==> src/hw/dram_ctrl_defines.svh <==
// Timing, geometry and count constants for the page/refresh memory controller
`ifndef DRAM_CTRL_DEFINES_SVH
`define DRAM_CTRL_DEFINES_SVH

`define CLK_PERIOD_NS      50
`define ADDR_BITS          7
`define ROW_COUNT          128
`define PAGE_MAX_COLS      128
`define CHIP_COUNT         4
`define CHIP_SEL_BITS      2
`define INIT_REFRESH_COUNT 8
`define REFRESH_PERIOD_NS  2000000
`define T_RP_NS            100
`define T_RAH_NS           50
`define T_RAS_NS           200
`define T_CAC_NS           150
`define SYNC_STAGES        2
`define WAIT_BITS          8
`define PAGE_CNT_BITS      8
`define INIT_CNT_BITS      4

`endif

==> src/hw/dram_ctrl_pkg.sv <==
// Types and helper arithmetic for the page/refresh memory controller
`include "dram_ctrl_defines.svh"

package dram_ctrl_pkg;

	typedef enum logic [3:0] {
		ST_IDLE,
		ST_ROW_SETUP,
		ST_ROW_HOLD,
		ST_REF_HOLD,
		ST_COL_SETUP,
		ST_CAS_LOW,
		ST_CAS_HIGH,
		ST_PRECHARGE,
		ST_FAULT
	} ctrl_state_e;

	typedef struct packed {
		ctrl_state_e                 st;
		logic [`WAIT_BITS-1:0]       wait_cnt;
		logic                        ras_n;
		logic [`CHIP_COUNT-1:0]      cas_n;
		logic                        we_n;
		logic [`ADDR_BITS-1:0]       addr;
		logic                        din;
		logic [`ADDR_BITS-1:0]       row;
		logic [`CHIP_SEL_BITS-1:0]   chip;
		logic                        write;
		logic                        is_refresh;
		logic [`ADDR_BITS-1:0]       refresh_row;
		logic [`INIT_CNT_BITS-1:0]   init_cnt;
		logic                        ref_pend;
		logic [`PAGE_CNT_BITS-1:0]   page_cnt;
		logic                        rdata;
		logic                        resp_valid;
		logic                        dout_meta;
		logic                        dout_sync;
		logic                        fault_meta;
		logic                        fault_sync;
	} ctrl_s;

	typedef struct packed {
		logic [31:0] count;
		logic        tick;
	} timer_s;

	// Least time in ns to whole clock cycles, never below one
	function automatic logic [7:0] ns_to_cycles(input int unsigned ns);
		int unsigned c;
		c = (ns + `CLK_PERIOD_NS - 1) / `CLK_PERIOD_NS;
		if (c == 0)
		begin
			c = 1;
		end
		return c[7:0];
	endfunction : ns_to_cycles

endpackage : dram_ctrl_pkg

==> src/hw/refresh_interval_timer.sv <==
// Periodic refresh request timer: one-cycle tick every interval
module refresh_interval_timer
	import dram_ctrl_pkg::*;
#(
	parameter int unsigned INTERVAL_CYCLES = 312
)
(
	input  wire logic clk_sys,
	input  wire logic resetn,
	output logic      tick
);

	timer_s t_reg;
	timer_s t_next;

	always_comb
	begin
		t_next      = t_reg;
		t_next.tick = 1'b0;
		if (t_reg.count >= INTERVAL_CYCLES - 1)
		begin
			t_next.count = 32'h0000_0000;
			t_next.tick  = 1'b1;
		end
		else
		begin
			t_next.count = t_reg.count + 32'h0000_0001;
		end
	end

	always_ff @(posedge clk_sys or negedge resetn)
	begin
		if (!resetn)
		begin
			t_reg <= '0;
		end
		else
		begin
			t_reg <= t_next;
		end
	end

	assign tick = t_reg.tick;

endmodule : refresh_interval_timer

==> src/hw/dram_page_refresh_control.sv <==
// Host-side controller: page access, strobe-only refresh, init, fault guard
`include "dram_ctrl_defines.svh"

// Overview of operation
// - Latch row once, keep row strobe low, run successive column cycles.
// - A page never exceeds 128 column accesses under one open row.
// - Row strobe goes to all chips; column strobe decoded per chip.
// - All 128 rows must be cycled within every 2 ms.
// - Decoded row strobe as chip select is preferred for lowest power; here the row strobe goes to all chips.
// - At least 8 refresh cycles after power-up before normal accesses.
// - On supply fault, force row and column strobes inactive high.
// - Row bits on row strobe fall, column bits on column strobe fall.
module dram_page_refresh_control
	import dram_ctrl_pkg::*;
#(
	parameter int unsigned REFRESH_PERIOD_CYCLES =
		`REFRESH_PERIOD_NS / `CLK_PERIOD_NS
)
(
	input  wire logic                      clk_sys,
	input  wire logic                      resetn,
	input  wire logic                      req_valid,
	output logic                           req_ready,
	input  wire logic                      req_write,
	input  wire logic [`ADDR_BITS-1:0]     req_row,
	input  wire logic [`ADDR_BITS-1:0]     req_col,
	input  wire logic [`CHIP_SEL_BITS-1:0] req_chip,
	input  wire logic                      req_wdata,
	output logic                           resp_valid,
	output logic                           resp_rdata,
	output logic                           init_done,
	input  wire logic                      supply_fault,
	output logic                           ras_n,
	output logic [`CHIP_COUNT-1:0]         cas_n,
	output logic                           we_n,
	output logic [`ADDR_BITS-1:0]          muxed_address_lines,
	output logic                           mem_din,
	input  wire logic                      mem_dout
);

	////////////////////////////////////////////////////////////////////////
	// Timing counts

	localparam logic [7:0] RP_CYC  = ns_to_cycles(`T_RP_NS);
	localparam logic [7:0] RAH_CYC = ns_to_cycles(`T_RAH_NS);
	localparam logic [7:0] RAS_CYC = ns_to_cycles(`T_RAS_NS);
	localparam logic [7:0] CAS_CYC = 8'(ns_to_cycles(`T_CAC_NS)
		+ 8'(`SYNC_STAGES));
	localparam int unsigned INTERVAL_CYCLES =
		REFRESH_PERIOD_CYCLES / `ROW_COUNT;

	////////////////////////////////////////////////////////////////////////
	// Refresh timer

	logic ref_tick;

	refresh_interval_timer #(
		.INTERVAL_CYCLES (INTERVAL_CYCLES)
	) u_timer (
		.clk_sys (clk_sys),
		.resetn  (resetn),
		.tick    (ref_tick)
	);

	////////////////////////////////////////////////////////////////////////
	// Controller state

	ctrl_s s_reg;
	ctrl_s s_next;
	logic  init_ok;
	logic  page_ok;

	assign init_ok = (s_reg.init_cnt >= `INIT_CNT_BITS'(`INIT_REFRESH_COUNT));
	assign page_ok = (s_reg.page_cnt < `PAGE_CNT_BITS'(`PAGE_MAX_COLS))
		&& (req_row == s_reg.row);

	// Refresh and init win over user requests
	always_comb
	begin
		req_ready = 1'b0;
		if (!s_reg.fault_sync && init_ok && !s_reg.ref_pend)
		begin
			if (s_reg.st == ST_IDLE)
			begin
				req_ready = 1'b1;
			end
			else if (s_reg.st == ST_CAS_HIGH && page_ok)
			begin
				req_ready = 1'b1;
			end
		end
	end

	always_comb
	begin
		s_next            = s_reg;
		s_next.resp_valid = 1'b0;
		s_next.dout_meta  = mem_dout;
		s_next.dout_sync  = s_reg.dout_meta;
		s_next.fault_meta = supply_fault;
		s_next.fault_sync = s_reg.fault_meta;
		if (ref_tick)
		begin
			s_next.ref_pend = 1'b1;
		end
		if (s_reg.wait_cnt != '0)
		begin
			s_next.wait_cnt = s_reg.wait_cnt - 8'h01;
		end
		if (s_reg.fault_sync)
		begin
			s_next.ras_n    = 1'b1;
			s_next.cas_n    = '1;
			s_next.we_n     = 1'b1;
			s_next.st       = ST_FAULT;
		end
		else
		begin
			case (s_reg.st)
				ST_IDLE:
				begin
					s_next.page_cnt = '0;
					if (s_reg.ref_pend || !init_ok)
					begin
						s_next.is_refresh = 1'b1;
						s_next.addr       = s_reg.refresh_row;
						s_next.st         = ST_ROW_SETUP;
					end
					else if (req_valid)
					begin
						s_next.is_refresh = 1'b0;
						s_next.addr       = req_row;
						s_next.row        = req_row;
						s_next.st         = ST_ROW_SETUP;
					end
				end
				ST_ROW_SETUP:
				begin
					s_next.ras_n = 1'b0;
					if (s_reg.is_refresh)
					begin
						s_next.wait_cnt = RAS_CYC;
						s_next.st       = ST_REF_HOLD;
					end
					else
					begin
						s_next.wait_cnt = RAH_CYC;
						s_next.st       = ST_ROW_HOLD;
					end
				end
				ST_REF_HOLD:
				begin
					if (s_reg.wait_cnt <= 8'h01)
					begin
						s_next.ras_n       = 1'b1;
						s_next.refresh_row = s_reg.refresh_row + 7'h01;
						s_next.ref_pend    = ref_tick;
						if (!init_ok)
						begin
							s_next.init_cnt = s_reg.init_cnt + 4'h1;
						end
						s_next.wait_cnt = RP_CYC;
						s_next.st       = ST_PRECHARGE;
					end
				end
				ST_ROW_HOLD:
				begin
					if (s_reg.wait_cnt <= 8'h01)
					begin
						s_next.st = ST_CAS_HIGH;
					end
				end
				ST_COL_SETUP:
				begin
					s_next.cas_n[s_reg.chip] = 1'b0;
					s_next.page_cnt = s_reg.page_cnt + 8'h01;
					s_next.wait_cnt = CAS_CYC;
					s_next.st       = ST_CAS_LOW;
				end
				ST_CAS_LOW:
				begin
					if (s_reg.wait_cnt <= 8'h01)
					begin
						if (!s_reg.write)
						begin
							s_next.rdata = s_reg.dout_sync;
						end
						s_next.resp_valid = 1'b1;
						s_next.cas_n      = '1;
						s_next.we_n       = 1'b1;
						s_next.st         = ST_CAS_HIGH;
					end
				end
				ST_CAS_HIGH:
				begin
					if (req_valid && req_ready)
					begin
						s_next.addr  = req_col;
						s_next.chip  = req_chip;
						s_next.write = req_write;
						s_next.din   = req_wdata;
						s_next.we_n  = !req_write;
						s_next.st    = ST_COL_SETUP;
					end
					else if (s_reg.page_cnt != '0 || s_reg.ref_pend)
					begin
						s_next.ras_n    = 1'b1;
						s_next.wait_cnt = RP_CYC;
						s_next.st       = ST_PRECHARGE;
					end
				end
				ST_PRECHARGE:
				begin
					if (s_reg.wait_cnt <= 8'h01)
					begin
						s_next.st = ST_IDLE;
					end
				end
				ST_FAULT:
				begin
					s_next.wait_cnt = RP_CYC;
					s_next.st       = ST_PRECHARGE;
				end
				default:
				begin
					s_next.st = ST_IDLE;
				end
			endcase
		end
	end

	// First access of a row waits in ST_CAS_HIGH with page_cnt zero
	always_ff @(posedge clk_sys or negedge resetn)
	begin
		if (!resetn)
		begin
			s_reg            <= '0;
			s_reg.st         <= ST_IDLE;
			s_reg.ras_n      <= 1'b1;
			s_reg.cas_n      <= '1;
			s_reg.we_n       <= 1'b1;
		end
		else
		begin
			s_reg <= s_next;
		end
	end

	////////////////////////////////////////////////////////////////////////
	// Outputs

	assign resp_valid          = s_reg.resp_valid;
	assign resp_rdata          = s_reg.rdata;
	assign init_done           = init_ok;
	assign ras_n               = s_reg.ras_n;
	assign cas_n               = s_reg.cas_n;
	assign we_n                = s_reg.we_n;
	assign muxed_address_lines = s_reg.addr;
	assign mem_din             = s_reg.din;

endmodule : dram_page_refresh_control

==> config.mk <==
export PLATFORM = sky130hd
export DESIGN_NAME = dram_page_refresh_control
export DESIGN_NICKNAME = d
export VERILOG_FILES = /design/src/hw/dram_ctrl_pkg.sv /design/src/hw/refresh_interval_timer.sv /design/src/hw/dram_page_refresh_control.sv
export VERILOG_INCLUDE_DIRS = /design/src /design/src/hw
export SDC_FILE = /design/constraint.sdc
export NUM_CORES = 1
export LEC_CHECK = 0
export ABC_AREA = 1
export BUFFER_PORTS_ARGS = -buffer_cell sky130_fd_sc_hd__clkbuf_2
export CORE_ASPECT_RATIO = 1.5
export CORE_UTILIZATION = 28
export CTS_CLUSTER_SIZE = 20
export DETAILED_ROUTE_END_ITERATION = 8
export PLACE_DENSITY = 0.54
export REMOVE_ABC_BUFFERS = 1
export SLEW_MARGIN = 20
export SYNTH_ARGS = -nofsm -noshare
export SYNTH_HDL_FRONTEND = slang
export SYNTH_SLANG_ARGS = --single-unit
==> constraint.sdc <==
create_clock -name clk_sys -period 3.3 [get_ports clk_sys]
set_input_delay 0.99 -clock clk_sys [delete_from_list [all_inputs] [get_ports clk_sys]]
set_output_delay 0.99 -clock clk_sys [all_outputs]
set_load 0.05 [all_outputs]
After elaboration in Yosys (flattened, before gate mapping)
Cells that the tools add are included.
{ "totals": {"reg_bits": 96, "inputBits": 23, "out_inout_bits": 18, "elab_cells": 134} }
{ "classes": {"add_sub_neg": 5, "order_cmp": 6, "eq_ne": 20, "muxes": 40, "bitwise": 6, "n_reduce_logical": 34} }
{ "op_table": {"columns": ["cell", "n"], "rows": [
  ["8-bit case mux with 5 select lines", 1],
  ["32-bit by 1-bit adder with 32-bit output, second input constant", 1],
  ["32-bit by 9-bit greater-or-equal comparator with 1-bit output, second input constant", 1],
  ["32-bit 2-to-1 mux", 1],
  ["4-bit case mux with 8 select lines", 1],
  ["9-bit 2-to-1 mux", 3],
  ["13-bit 2-to-1 mux", 2],
  ["4-bit 2-to-1 mux", 6],
  ["4-bit AND reduction", 5],
  ["4-bit by 3-bit equality test with 1-bit output, second input constant", 4],
  ["8-bit 2-to-1 mux", 2],
  ["8-bit case mux with 2 select lines", 1],
  ["8-bit nonzero test", 2],
  ["7-bit 2-to-1 mux", 2],
  ["7-bit case mux with 2 select lines", 1],
  ["3-bit != test, second input constant", 4],
  ["3-bit AND reduction", 4],
  ["1-bit 2-to-1 mux", 11],
  ["11-bit 2-to-1 mux", 1],
  ["3-bit by 2-bit != test with 1-bit output, second input constant", 3],
  ["8-bit by 1-bit adder with 8-bit output, second input constant", 1],
  ["4-bit by 2-bit equality test with 1-bit output, second input constant", 2],
  ["8-bit by 1-bit <= comparator with 1-bit output, second input constant", 1],
  ["8-bit < comparator, second input constant", 1],
  ["33 further kinds", 50]
]} }

Longest topological paths before layout
{ "logic_depth": {"ltp_word": 10, "depth_mapped": 15, "ltp_nobuf": 14} }

By module
Synthesis repeated with hierarchy kept, for this count alone.
{ "hier_totals": {"hier_cells": 531, "area_unflattened_um2": 4684.5} }
{ "modules_own_cells": {"columns": ["module", "n_inst", "cells_per_inst", "area_per_inst_um2", "seq_area_each_um2"], "rows": [
  ["dram_page_refresh_control", 1, 437, 3522.1, 1584.0],
  ["refresh_interval_timer", 1, 94, 1162.4, 825.8]
]} }

Worst setup path before layout
No wires, ideal clock.
{ "synth_timing": {"kind": "input-to-output", "startpoint": "input req_row[6]", "endpoint": "output req_ready", "t_arrival_ns": 2.503, "required_ns": 2.310, "setup_slack_ns": -0.193, "cell_stages": 7, "path_buffers": 0, "cell_sequence": "inv_1 > nand2_1 > nand2_1 > nand2_1 > nor2_1 > nand3_1 > a21boi_0"} }
{ "synth_via": {"elab_chain_cells": 6} }
{ "synth_lines": {"columns": ["element", "line_no", "rtl"], "rows": [
  ["start: declaration", "dram_page_refresh_control.sv:25", "input wire logic [`ADDR_BITS-1:0] req_row,"],
  ["7-bit equality test", "dram_page_refresh_control.sv:75", "&& (req_row == s_reg.row);"],
  ["1-bit logical AND", "dram_page_refresh_control.sv:74", "assign page_ok = (s_reg.page_cnt < `PAGE_CNT_BITS'(`PAGE_MAX_COLS))"],
  ["1-bit logical AND", "dram_page_refresh_control.sv:87", "else if (s_reg.st == ST_CAS_HIGH && page_ok)"],
  ["1-bit 2-to-1 mux", "dram_page_refresh_control.sv:87", null],
  ["1-bit 2-to-1 mux", "dram_page_refresh_control.sv:83", "if (s_reg.st == ST_IDLE)"],
  ["1-bit 2-to-1 mux", "dram_page_refresh_control.sv:81", "if (!s_reg.fault_sync && init_ok && !s_reg.ref_pend)"],
  ["end: declaration", "dram_page_refresh_control.sv:23", "output logic req_ready,"]
]} }
Every way passes these cells.

Worst setup path after layout
Ends and elaborated chain as after synthesis.

==> metrics.log <==
[metrics] GPL Wtd Cong: 0.895
[metrics] mean number of vias per cell: 4.37
[metrics] Data arrival, critical path: 2.04 ns
[metrics] post-DR wirelength/cell: 11.5 um
[metrics] path type of the worst min-delay path: flop to flop
[metrics] largest voltage drop on the vdd net: 0.235 mV
[metrics] type of the worst setup path: primary input to primary output
[metrics] largest net degree at the start of global routing: 60
[metrics] fraction of post-synthesis cell area in the top cell type by area: 49.3%
[metrics] number of flip-flops in the largest register: 45
[metrics] worst setup slack before clock tree synthesis: 0.255 ns
[metrics] Setup WS post-layout: 0.270 ns
[metrics] Final Slew Violations: 0
[metrics] height of the chip: 158 um
[metrics] Slowest-stage cell, CP: sky130_fd_sc_hd__clkbuf_2
[metrics] Hold WS: 0.352 ns
[metrics] Placed Instances: 772
[metrics] cts bufs inserted: 9
[metrics] slew of the pin with the lowest slew margin: 0.506 ns
[metrics] shortest period the worst path allows: 3.03 ns
[metrics] synthesized-area fraction occupied by ao, oa, aoi and oai cells: 9.48%
[metrics] power density over the cells: 574 nW/um^2
[metrics] maximum fanout count along the critical path: 3
[metrics] Final Setup Violations: 0
[metrics] top-level I/O count: 41
[metrics] Hold Buf Count CTS: 0
[metrics] share of final-layout standard cells stronger than drive strength 1: 15.4%
[metrics] Row Count: 56
[metrics] number of enable flip-flop cells after synthesis: 0
[metrics] main combinational cell family by area after synthesis: simple AND/OR/NAND/NOR gates
[metrics] Adder-Cell Fraction of Synth Area: 2.47%
[metrics] clock insertion delay at the later pin of the skew report: 0.34 ns
[metrics] Max Clock Skew: 0.0141 ns
[metrics] post-CTS setup buffer count: 0
[metrics] count of final hold-check violations: 0
[metrics] fraction of registers with async set or reset after synthesis: 100%
[metrics] RSZ-0062 raised after global routing: false
[metrics] Crit path top cell by count: sky130_fd_sc_hd__nand2_1
[metrics] setup TNS after final layout: 0 ns
[metrics] post-synthesis share of cell area spent on and, or, nand and nor gates: 21.8%
[metrics] Syn Area/Cell: 8.71 um^2
[metrics] global-route total usage across every layer: 11.7%
[metrics] clock tree from TritonCTS: yes
[metrics] final net count: 612
[metrics] max capacitance violation total: 0
[metrics] placeable core region: 15800 um^2
[metrics] DRC violations left: 0
[metrics] horizontal die dimension: 106 um
[metrics] sequential area share after synthesis: 52.8%
[metrics] CTS clk-pin slew, worst paths: 0.06 ns
[metrics] endpoint kind of the worst setup timing path: primary output
[metrics] number of distinct library cells after synthesis: 42
[metrics] antenna-violating nets left: 0
[metrics] Synth area leader: sky130_fd_sc_hd__dfrtp_1
[metrics] number of gates resized after cts: 0
[metrics] floorplan die area: 16800 um^2
[metrics] CTS H-tree depth: 3
[metrics] first-iteration detailed-routing DRC count: 168
[metrics] Clock Root Buffer: sky130_fd_sc_hd__clkbuf_16
[metrics] total grt overflow: 0
[metrics] first-pass GRT wire length: 15500 um
[metrics] share of synthesized area spent on multiplexers: 0.247%
[metrics] tightest slew margin relative to the limit: 66.2%
[metrics] XOR/XNOR Fraction of Synth Area: 3.64%
[metrics] Inserted Diodes: 0
[metrics] Req. time, crit path: 2.31 ns
[metrics] critical path launch point type: primary input
[metrics] Starting Density: 29.0%
[metrics] Synth Warn #: 0
[metrics] synthesis-to-finish area growth: 16.7%
[metrics] overall power consumption: 3.06 mW
[metrics] cell area after synthesis: 4570 um^2
[metrics] number of detailed-routing iterations run before antenna repair: 4
[metrics] detailed-placement wirelength estimate: 6890 um
[metrics] post-route clock period utilization: 91.8%
[metrics] upper clock frequency limit: 330 MHz
[metrics] vias in the first global route: 3492
[metrics] Most used DFF post-synth: sky130_fd_sc_hd__dfrtp_1
[metrics] CTS max path bufs: 2
[metrics] total vias in the final route: 3445
[metrics] critical path cell sequence: clkbuf_2 -> inv_1 -> nand2_1 -> nand2_1 -> nand2_1 -> nor2_1 -> nand3_1 -> a21boi_0 -> clkbuf_2
[metrics] number of filler instances in the final layout: 1605
[metrics] clock tree sinks: 96
[metrics] number of instances in the synthesized netlist: 524
[metrics] cell leakage power: 2.60 nW
[metrics] Routed WL: 9080 um
[metrics] cell types with the largest area share after synthesis: sky130_fd_sc_hd__dfrtp_1 (49%), sky130_fd_sc_hd__nand2_1 (7.7%), sky130_fd_sc_hd__inv_1 (6.4%)
[metrics] antenna violations before repair: 0
[metrics] FF+latch count, synth: 96
[metrics] delay contributed by the slowest stage of the critical path: 0.31 ns
[metrics] status: complete, no violations
[metrics] PortBufs: 40
[metrics] number of standard cells in the layout, taps in and fillers out: 788
[power by group]
group	switching [mW]	total, mW	internal, mW
Sequential	0.0782	1.36	1.28
Combinational	0.382	0.590	0.208
Clock	0.465	1.11	0.643
Total	0.926	3.06	2.13
[cells in the mapped netlist, drive strengths merged (8+ instances only)]
| library cell | number |
|---|---|
| nand2 | 99 |
| dfrtp | 90 |
| inv | 81 |
| nor2 | 54 |
| o21ai | 51 |
| nand3 | 24 |
| a21oi | 22 |
| nor3 | 18 |
| buf | 14 |
| xor2 | 12 |
| ha | 9 |
| nand4 | 8 |
[per-layer routing]
| metal | up-vias | GRT usage, % | wire [um] |
|---|---|---|---|
| li1 | 1754 | - | - |
| met1 | 1646 | 12.1 | 3620 |
| met2 | 32 | 22.3 | 5050 |
| met3 | 13 | 2.21 | 181 |
| met4 | 0 | 6.15 | 228 |
| met5 | - | 0 | 0 |
[worst max-delay path: cells and delay by family]
kind	cells	cell delay (ns)
AO/OA/AOI/OAI	1	0.18
buffers and inverters	3	0.48
AND/OR/NAND/NOR	5	0.38
[per-stage QoR]
step	area, um^2	utilization, %
CTS	5330	33.8
global placement	5010	31.8
finish	5330	33.8
floorplan	4520	-
global route	5330	33.8
detailed placement	5010	31.8
[cell families after synthesis]
group | after synthesis
simple gates | 216
flops | 96
compound gates | 81
xor+xnor | 19
mux | 1
other cells | 1
fa+ha+maj | 9
buf+inv | 101
[placed cells by master, fill, tap and decap left out, drive strengths merged, types with 2 or more instances in the layout]
cell type	n
buf	4
ha	9
nand3b	2
nand2	99
clkbuf	50
nand3	24
nor4	7
inv	85
or2	2
conb	23
nor3	18
xnor2	7
nand4	8
dfstp	6
dfrtp	90
a31oi	2
o21ai	51
a21oi	22
nor2	54
xor2	12
[final timing paths]
kind	depth (start not counted)	startpoint	slack [ns]	end
max reg2reg	12	s_reg[51]	1.14	s_reg[25]
min in group asynchronous	1	resetn	0.62	muxed_address_lines[0]
min	0	s_next[2]	0.35	s_reg[2]
max in group asynchronous	2	resetn	1.94	we_n
max	9	req_row[6]	0.27	req_ready
min reg2reg	0	s_next[2]	0.35	s_reg[2]
[layout make-up]
cell class	count	area, um^2	area share [%]
timing repair buffer	43	238	4.46
clock inverter	5	67.6	1.27
inverter	81	304	5.71
tap	203	254	4.77
clock buffer	11	253	4.74
multi-input combinational	349	1800	33.8
sequential	96	2410	45.2
Note: power is estimated with default switching activity, not from simulation.
